**config.mk**
```make
export PLATFORM = sky130hd
export DESIGN_NAME = timer_gate
export DESIGN_NICKNAME = d
export VERILOG_FILES = /design/src/include/tmr_gate_pkg.sv /design/src/core/sync2.sv /design/src/core/timer_gate.sv
export SDC_FILE = /design/constraint.sdc
export NUM_CORES = 1
export LEC_CHECK = 0
export BUFFER_PORTS_ARGS = -buffer_cell sky130_fd_sc_hd__buf_2
export CAP_MARGIN = 20
export CORE_ASPECT_RATIO = 1.75
export CORE_MARGIN = 2
export CORE_UTILIZATION = 35
export DETAILED_ROUTE_END_ITERATION = 10
export MAX_ROUTING_LAYER = met4
export PLACE_DENSITY = 0.6
export SETUP_SLACK_MARGIN = 0.2
export SYNTH_ARGS = -nofsm -noshare
export SYNTH_HDL_FRONTEND = slang
export SYNTH_SLANG_ARGS = --single-unit
```
**constraint.sdc**
```tcl
create_clock -name sys_clk -period 2.6 [get_ports sys_clk]
set_clock_uncertainty 0.15 [all_clocks]
set_input_delay 0.52 -clock sys_clk [delete_from_list [all_inputs] [get_ports sys_clk]]
set_output_delay 0.52 -clock sys_clk [all_outputs]
set_load 0.03 [all_outputs]
```
**src/include/tmr_gate_pkg.sv**
```systemverilog
// shared constants for the gated timer block
package tmr_gate_pkg;
  localparam int CNT_W = 16;                        // counter width
  localparam int BYTE_W = 8;                        // byte width
  localparam logic [1:0] SRC_PIN = 2'h0;            // gate pin source
  localparam logic [1:0] SRC_T8_OVF = 2'h1;         // 8-bit timer overflow
  localparam logic [1:0] SRC_CMP1 = 2'h2;           // comparator 1
  localparam logic [1:0] SRC_CMP2 = 2'h3;           // comparator 2
  localparam logic [15:0] CNT_RESET = 16'h0000;     // counter reset value
  localparam logic [15:0] CNT_MAX = 16'hffff;       // last count before wrap
  localparam logic [7:0] T8_MAX = 8'hff;            // 8-bit timer top
  localparam logic [7:0] T8_ZERO = 8'h00;           // 8-bit timer wrap value
endpackage
```
**src/core/sync2.sv**
```systemverilog
// two flip-flop level synchroniser
`timescale 1ns/1ps
module sync2 (
  input  wire logic sys_clk,
  input  wire logic rst,
  input  wire logic d,
  output logic      q
);
  logic meta_r;  // first stage, read only by the second
  // two stages in series, cleared by reset
  always_ff @(posedge sys_clk) begin
    if (rst) begin
      meta_r <= 1'b0;
      q      <= 1'b0;
    end else begin
      meta_r <= d;
      q      <= meta_r;
    end
  end
endmodule

```
**src/core/timer_gate.sv**
```systemverilog
// gated 16-bit timer with gate modes, flags and capture/compare base
`timescale 1ns/1ps
module timer_gate
  import tmr_gate_pkg::*;
(
  input  wire logic              sys_clk,
  input  wire logic              rst,
  input  wire logic              count_tick,
  input  wire logic              counter_on,
  input  wire logic              gate_function_enable,
  input  wire logic [1:0]        gate_source_select,
  input  wire logic              gate_polarity,
  input  wire logic              toggle_mode_enable,
  input  wire logic              single_pulse_enable,
  input  wire logic              pulse_arm_set,
  input  wire logic              cmp1_sync_enable,
  input  wire logic              cmp2_sync_enable,
  input  wire logic              external_gate_pin,
  input  wire logic [BYTE_W-1:0] eight_bit_timer,
  input  wire logic              comparator1_out,
  input  wire logic              comparator2_out,
  input  wire logic              overflow_irq_enable,
  input  wire logic              gate_event_irq_enable,
  input  wire logic              peripheral_irq_enable,
  input  wire logic              global_irq_enable,
  input  wire logic              overflow_flag_clear,
  input  wire logic              gate_event_flag_clear,
  input  wire logic              sleep_mode,
  input  wire logic              sync_disable,
  input  wire logic              secondary_osc_select,
  input  wire logic              count_low_we,
  input  wire logic              count_high_we,
  input  wire logic [BYTE_W-1:0] count_wdata,
  input  wire logic              capture_mode,
  input  wire logic              capture_event,
  input  wire logic              auto_conv_trigger,
  output logic [CNT_W-1:0]       count_value,
  output logic [CNT_W-1:0]       capture_compare_pair,
  output logic                   compare_event,
  output logic                   pulse_arm_status,
  output logic                   gate_level_status,
  output logic                   overflow_flag,
  output logic                   gate_event_flag,
  output logic                   overflow_irq,
  output logic                   gate_event_irq,
  output logic                   wake_request,
  output logic                   secondary_osc_run
);
  // synchronised pin-side inputs
  localparam int  N_ASYNC = 3;  // gate pin and two comparators
  logic [2:0]     async_in;     // raw asynchronous inputs
  logic [2:0]     async_s;      // the same after two stages
  logic           pin_s;        // gate pin after two stages
  logic           cmp1_s;       // comparator 1 after two stages
  logic           cmp2_s;       // comparator 2 after two stages
  logic [7:0]     t8_d_r;       // previous 8-bit timer value, same domain
  logic           cmp1_r;       // comparator 1 resampled on count tick
  logic           cmp2_r;       // comparator 2 resampled on count tick
  logic           t8_pulse;     // one-cycle wrap pulse
  logic           gate_sel;     // selected raw gate
  logic           gate_pol;     // polarity corrected gate
  logic           gate_pol_d_r; // previous polarity corrected gate
  logic           gate_rise;    // incrementing edge of the gate
  logic           toggle_r;     // toggle flip-flop
  logic           toggle_nxt;   // toggle next value
  logic           tgl_gate;     // gate after toggle stage
  logic           tgl_gate_d_r; // previous toggle-stage gate
  logic           sp_rise;      // rising edge at the pulse stage input
  logic           sp_fall;      // trailing edge at the pulse stage input
  logic           sp_active_r;  // single pulse window open
  logic           arm_r;        // arm/status bit
  logic           arm_nxt;      // arm next value
  logic           gate_ctl;     // final gate control level
  logic           gval_r;       // latched gate level
  logic           gval_fall;    // falling edge of latched level
  logic           count_en;     // counter advances this cycle
  logic           sleep_ok;     // counting allowed in current power state
  logic           wrap;         // counter wraps this cycle
  logic [15:0]    cnt_r;        // the 16-bit counter
  logic [15:0]    cnt_nxt;      // counter next value
  logic [15:0]    ccp_r;        // capture/compare pair
  logic           ovf_r;        // overflow flag
  logic           gif_r;        // gate event flag

  // pin and comparators each pass two stages before any logic reads them
  assign async_in = {comparator2_out, comparator1_out, external_gate_pin};
  for (genvar g = 0; g < N_ASYNC; g++) begin : sync_gen
    sync2 sync2_i (
      .sys_clk (sys_clk),
      .rst     (rst),
      .d       (async_in[g]),
      .q       (async_s[g])
    );
  end
  assign pin_s  = async_s[0];
  assign cmp1_s = async_s[1];
  assign cmp2_s = async_s[2];

  // wrap detector on the 8-bit timer value
  always_ff @(posedge sys_clk) begin
    if (rst) t8_d_r <= T8_ZERO;
    else t8_d_r <= eight_bit_timer;
  end
  assign t8_pulse = (t8_d_r == T8_MAX) && (eight_bit_timer == T8_ZERO);

  // comparator outputs optionally resampled on the timer tick
  always_ff @(posedge sys_clk) begin
    if (rst) begin
      cmp1_r <= 1'b0;
      cmp2_r <= 1'b0;
    end else if (count_tick) begin
      cmp1_r <= cmp1_s;
      cmp2_r <= cmp2_s;
    end
  end

  // source mux and polarity
  assign gate_sel = (gate_source_select == SRC_PIN)    ? pin_s :
                    (gate_source_select == SRC_T8_OVF) ? t8_pulse :
                    (gate_source_select == SRC_CMP1)   ?
                      (cmp1_sync_enable ? cmp1_r : cmp1_s) :
                      (cmp2_sync_enable ? cmp2_r : cmp2_s);
  assign gate_pol = gate_sel ~^ gate_polarity;

  // edge history of gate stages
  always_ff @(posedge sys_clk) begin
    if (rst) begin
      gate_pol_d_r <= 1'b0;
      tgl_gate_d_r <= 1'b0;
    end else begin
      gate_pol_d_r <= gate_pol;
      tgl_gate_d_r <= tgl_gate;
    end
  end
  assign gate_rise = gate_pol && !gate_pol_d_r;

  // toggle stage: flips on incrementing edges, cleared when off
  assign toggle_nxt = (!toggle_mode_enable || !counter_on) ? 1'b0 :
                      (gate_rise ? !toggle_r : toggle_r);
  always_ff @(posedge sys_clk) begin
    if (rst) toggle_r <= 1'b0;
    else toggle_r <= toggle_nxt;
  end
  assign tgl_gate = toggle_mode_enable ? toggle_r : gate_pol;

  // single pulse stage
  assign sp_rise = tgl_gate && !tgl_gate_d_r;
  assign sp_fall = !tgl_gate && tgl_gate_d_r;
  assign arm_nxt = !single_pulse_enable ? 1'b0 :
                   pulse_arm_set ? 1'b1 :
                   (sp_active_r && sp_fall) ? 1'b0 : arm_r;
  always_ff @(posedge sys_clk) begin
    if (rst) begin
      arm_r       <= 1'b0;
      sp_active_r <= 1'b0;
    end else begin
      arm_r <= arm_nxt;
      // window opens on the edge after arming, closes on trailing edge
      if (!single_pulse_enable || !counter_on) sp_active_r <= 1'b0;
      else if (arm_r && sp_rise && !sp_active_r) sp_active_r <= 1'b1;
      else if (sp_fall) sp_active_r <= 1'b0;
    end
  end
  assign gate_ctl = single_pulse_enable ? (sp_active_r && tgl_gate) :
                    tgl_gate;

  // latched gate level and its falling edge
  always_ff @(posedge sys_clk) begin
    if (rst) gval_r <= 1'b0;
    else gval_r <= gate_ctl;
  end
  assign gval_fall = gval_r && !gate_ctl;

  // counting: sleep allows only the asynchronous external path
  assign sleep_ok = !sleep_mode || sync_disable;
  assign count_en = counter_on && count_tick && sleep_ok &&
                    (!gate_function_enable || gval_r);
  assign wrap     = count_en && (cnt_r == CNT_MAX);

  // counter next value: byte writes beat the auto trigger clear
  always_comb begin
    cnt_nxt = cnt_r;
    if (count_en) cnt_nxt = cnt_r + 16'h0001;
    if (auto_conv_trigger) cnt_nxt = CNT_RESET;
    if (count_low_we) cnt_nxt[BYTE_W-1:0] = count_wdata;
    if (count_high_we) cnt_nxt[CNT_W-1:BYTE_W] = count_wdata;
  end
  always_ff @(posedge sys_clk) begin
    if (rst) cnt_r <= CNT_RESET;
    else cnt_r <= cnt_nxt;
  end

  // capture register
  always_ff @(posedge sys_clk) begin
    if (rst) ccp_r <= CNT_RESET;
    else if (capture_mode && capture_event) ccp_r <= cnt_r;
  end
  assign compare_event = !capture_mode && (ccp_r == cnt_r);

  // sticky flags, set wins over clear
  always_ff @(posedge sys_clk) begin
    if (rst) begin
      ovf_r <= 1'b0;
      gif_r <= 1'b0;
    end else begin
      ovf_r <= (wrap && !auto_conv_trigger && !count_low_we &&
                !count_high_we) || (ovf_r && !overflow_flag_clear);
      gif_r <= gval_fall || (gif_r && !gate_event_flag_clear);
    end
  end

  assign count_value          = cnt_r;
  assign capture_compare_pair = ccp_r;
  assign pulse_arm_status     = arm_r;
  assign gate_level_status    = gval_r;
  assign overflow_flag        = ovf_r;
  assign gate_event_flag      = gif_r;
  assign overflow_irq   = ovf_r && counter_on && overflow_irq_enable &&
                          peripheral_irq_enable && global_irq_enable;
  // gate event request follows its own enable only
  assign gate_event_irq = gif_r && gate_event_irq_enable;
  assign wake_request   = sleep_mode && ovf_r && counter_on &&
                          overflow_irq_enable && peripheral_irq_enable;
  assign secondary_osc_run = secondary_osc_select;

  // checks
  ovf_sticky_a: assert property (@(posedge sys_clk) disable iff (rst)
    ovf_r && !overflow_flag_clear |=> ovf_r)
    else $error("overflow flag dropped without clear");
  ovf_set_a: assert property (@(posedge sys_clk) disable iff (rst)
    wrap && !auto_conv_trigger && !count_low_we && !count_high_we
    |=> ovf_r && cnt_r == CNT_RESET)
    else $error("wrap did not set overflow");
  auto_clr_a: assert property (@(posedge sys_clk) disable iff (rst)
    auto_conv_trigger && !count_low_we && !count_high_we
    |=> cnt_r == CNT_RESET && !$rose(ovf_r))
    else $error("auto trigger did not clear counter");
  wr_prio_a: assert property (@(posedge sys_clk) disable iff (rst)
    count_low_we |=> cnt_r[7:0] == $past(count_wdata))
    else $error("byte write lost");
  tgl_clear_a: assert property (@(posedge sys_clk) disable iff (rst)
    !toggle_mode_enable |=> !toggle_r)
    else $error("toggle flip-flop not cleared");
  off_hold_a: assert property (@(posedge sys_clk) disable iff (rst)
    !counter_on && !auto_conv_trigger && !count_low_we && !count_high_we
    |=> $stable(cnt_r))
    else $error("counter moved while off");
  gif_set_a: assert property (@(posedge sys_clk) disable iff (rst)
    gval_fall |=> gif_r)
    else $error("gate fall did not set flag");
  irq_gate_a: assert property (@(posedge sys_clk) disable iff (rst)
    overflow_irq |-> counter_on && global_irq_enable && ovf_r)
    else $error("overflow request without enables");
  arm_done_a: assert property (@(posedge sys_clk) disable iff (rst)
    sp_active_r && sp_fall && single_pulse_enable && !pulse_arm_set
    |=> !arm_r)
    else $error("arm bit not cleared at trailing edge");
  hi_write_a: assert property (@(posedge sys_clk) disable iff (rst)
    count_high_we |=> cnt_r[CNT_W-1:BYTE_W] == $past(count_wdata))
    else $error("high byte write lost");
  done_block_a: assert property (@(posedge sys_clk) disable iff (rst)
    single_pulse_enable && !sp_active_r |=> !gval_r)
    else $error("gate passed outside the pulse window");
  tgl_flip_a: assert property (@(posedge sys_clk) disable iff (rst)
    toggle_mode_enable && counter_on && gate_rise
    |=> toggle_r != $past(toggle_r))
    else $error("toggle flip-flop missed an edge");
  sleep_hold_a: assert property (@(posedge sys_clk) disable iff (rst)
    sleep_mode && !sync_disable && !auto_conv_trigger && !count_low_we &&
    !count_high_we |=> $stable(cnt_r))
    else $error("counter moved in synchronous sleep");
  cap_copy_a: assert property (@(posedge sys_clk) disable iff (rst)
    capture_mode && capture_event |=> ccp_r == $past(cnt_r))
    else $error("capture did not copy the counter");
endmodule

```
==> results by group <==
Floorplanning
  • Row Count: 42
  • Floorplan die area: 8490 µm²
  • Die width: 70.5 µm
  • Die height: 120 µm
  • Initial Utilization: 36.0%
  • IO Count: 87
  • Core Footprint: 7510 µm²

Synth
  • Library cells used by synthesis: 51
  • Post-Syn Instances: 334
  • Area of the mapped netlist: 2710 µm²
  • Proportion of register bits with asynchronous set or reset after synthesis: 0%
  • Most used flip-flop cell after synthesis: dfxtp_1
  • Area share of the largest cell type after synthesis: 41.4%
  • Synthesized net count: 381
  • Mean instance size in the synthesized netlist: 8.11 µm²
  • Warnings, synthesis: 0
  • Number of register bits inferred by synthesis: 56
  • EDFF count, synth: 0
  • Cell type with the highest aggregate area in the netlist: dfxtp_1
  • Cell types occupying the most area after synthesis: dfxtp_1 41%, a21oi_1 7.4%, nand2_1 6.9%
  • Sequential fraction of the synthesis area: 41.4%

Clock network
  • CTS sink cnt: 56
  • Clock slew at reported path FFs: 0.07 ns
  • Clock insertion delay at the later pin of the skew report: 0.30 ns
  • Total CTS buffers: 5
  • CTS HTree Levels: 2
  • Root Buffer: clkbuf_16
  • Longest Clk Path Bufs: 2
  • CTS tree: built

Place
  • Worst slack at placement: -0.0135 ns
  • Count of buffers inserted at the top-level ports: 84
  • Cell total after placement: 499
  • Half-perimeter wire length after detailed placement: 6330 µm
  • Routability congestion estimate: 0.882

Layout
  • Filler Cell Count: 759
  • Final cell count without fillers: 507
  • Area taken by flip-flops and latches: 1130 µm²
  • Antenna diode count: 0
  • Area growth from synthesis to layout: 27.4%
  • Total area of multi-input combinational cells: 1520 µm²
  • Top library cells by usage in the layout, fill and taps aside: 83 x buf_2, 51 x dfxtp_1, 50 x nand2_1
  • Fraction of final layout cells sized beyond drive strength 1: 29.1%
  • Fin nets: 465
  • Most common library cell in the layout ignoring fill and taps: buf_2

GRT
  • Total global routing overflow: 0
  • Antenna violations before repair: 0
  • Global Route Usage Sum: 19.9%
  • Number of global-route vias before repair: 2659
  • Maximum number of pins on one net before global-route repair: 28
  • First-pass GRT wire length: 12900 µm

Routing
  • First-pass iteration count of the detailed router: 4
  • Vias: 2699
  • Mean number of vias per cell: 5.32
  • Final routed wirelength across all metal layers: 7970 µm
  • Remaining routing DRC violations: 0
  • Number of design-rule violations left by the first detailed-router iteration: 153
  • DRT antenna net count: 0
  • Per-cell routed wire length: 15.7 µm

Power
  • Worst vdd rail ir drop: 0.000344 V
  • Portion of total power attributed to combinational logic: 14.3%
  • Sequential Power Share: 46.7%
  • Clock network fraction of design power: 38.9%
  • Power density over the cells: 568 nW/µm²
  • Total chip power: 1960 µW
  • Switching component of the power: 506 µW
  • Net switching share of the total power: 25.8%
  • Cell internal power dissipation: 1450 µW
  • Standby leakage power: 0.00159 µW

Setup path
  • Cell class contributing the biggest share of worst-path delay: simple AND/OR/NAND/NOR gates
  • Peak per-stage delay on the critical path: 0.54 ns
  • Worst R2R Path Depth: 6
  • Type of element launching the critical path: input pin
  • Launching point of the worst reg2reg path: cmp2_r$_SDFFE_PP0P_
  • CP Class: in2reg
  • Maximum fanout count along the critical path: 3
  • Data required, critical path: 2.64 ns
  • Sort of element at the end of the critical path: flop
  • R2R setup slack: 0.43 ns
  • Worst path buffer plus inverter count: 1
  • Slowest-stage cell, CP: or4_4
  • Data arrival, critical path: 2.35 ns
  • Critical Path, Cell by Cell: buf_2 > or4_4 > nor4_4 > a211oi_1 > o21a_1 > or3_1 > mux2_4
  • Critical register-to-register path endpoint: sp_active_r$_SDFFE_PP0P_

STA
  • Minimum clock period after layout: 2.31 ns
  • Worst slew margin relative to its limit: 59.6%
  • Final setup TNS: 0 ns
  • Part of the cycle the worst path needs: 88.9%
  • F_max: 433 MHz
  • Number of pins exceeding their max-slew limit in the final report: 0
  • Count of final hold-check violations: 0
  • Worst slew pin tran: 0.606 ns
  • RSZ-0062 raised after global routing: true
  • Total setup violations reported at the end of the flow: 0
  • Worst Slack Setup Final: 0.290 ns

Min path
  • Worst Hold Depth: 2
  • Start point of the worst min-delay path: comparator1_out
  • Worst-case hold path end point: sync_gen[1].sync2_i.meta_r$_SDFF_PP0_
  • Worst Hold Class: in2reg

Run
  • Number of max-cap violations: 0

Outcome
  • Result of the run: completed
power by group through the flow:
stage	Sequential [µW]	Clock, µW	Combinational [µW]
6_report	916	764	281
5_1_grt	921	823	309
4_1_cts	916	779	282
3_5_place_dp	935	0	277
3_3_place_gp	935	0	274
2_1_floorplan	962	0	141
state kept, by name, summed over array words and instances, names as in the netlist, 3 cells and up:
name and flops:
capture_compare_pair 16, count_value 16, t8_d_r 8, sync_gen.sync2_i.meta_r 3, sync_gen.sync2_i.q 3
layout make-up:
cell class,count,share of cell area (%)
Multi-Input combinational cell,254,44.0
Sequential cell,56,32.7
Timing Repair Buffer,96,14.9
Clock buffer,6,3.73
Tap cell,88,3.19
Clock inverter,2,1.02
Inverter,5,0.544
Yosys cell counts (6+ instances only):
cell type,instances
a21oi_1,40
nor3_1,19
nand2_1,50
nor2b_1,19
xor2_1,16
dfxtp_1,56
clkbuf_1,14
nand3_1,6
nor2_1,25
worst max path at each step:
stage,start,cells past startpoint,end,slack (ns)
final,eight_bit_timer[1],7,toggle_r$_SDFFE_PP0P_,0.29
after global routing,count_value[5]$_SDFFE_PP0P_,6,compare_event,0.19
after CTS,count_value[5]$_SDFFE_PP0P_,6,compare_event,0.18
after detailed placement,eight_bit_timer[1],7,toggle_r$_SDFFE_PP0P_,-0.01
after global placement,eight_bit_timer[1],7,toggle_r$_SDFFE_PP0P_,0.03
after floorplan,eight_bit_timer[1],6,toggle_r$_SDFFE_PP0P_,0.17
cells by family after synthesis:
family,after synthesis,synth area share (%)
fa+ha+maj,1,0.462
mux,6,2.49
simple gates,155,29.9
xor+xnor,18,5.82
flops,56,41.4
buf+inv,24,3.46
compound gates,74,16.4
per-stage QoR:
step                hold slack (ns)  cell area (µm²)  util, %
floorplan                     0.264             2710        -
global placement              0.267             3260     43.4
detailed placement            0.275             3260     43.4
CTS                           0.281             3440     45.8
global route                  0.293             3450     45.9
finish                        0.282             3450     45.9
what timing repair did:
| action | in CTS | in global routing |
|---|---|---|
| endpoints found under the setup margin | 1 | 1 |
| gates resized for setup | 6 | 3 |
| buffers inserted | 0 | 0 |
| hold buffers | 0 | 0 |
| pin swaps | 1 | 3 |
per-layer routing:
| layer | track usage (%) | share of wire, % | routed length [µm] | up-vias |
|---|---|---|---|---|
| met2 | 35.7 | 54 | 4300 | 100 |
| li1 | - | - | - | 1333 |
| met4 | 9.25 | 3.8 | 300 | 0 |
| met1 | 20.6 | 38 | 3010 | 1247 |
| met5 | - | 0 | 0 | - |
| met3 | 3.75 | 4.5 | 359 | 19 |
Power figures use the tool's default switching activity.
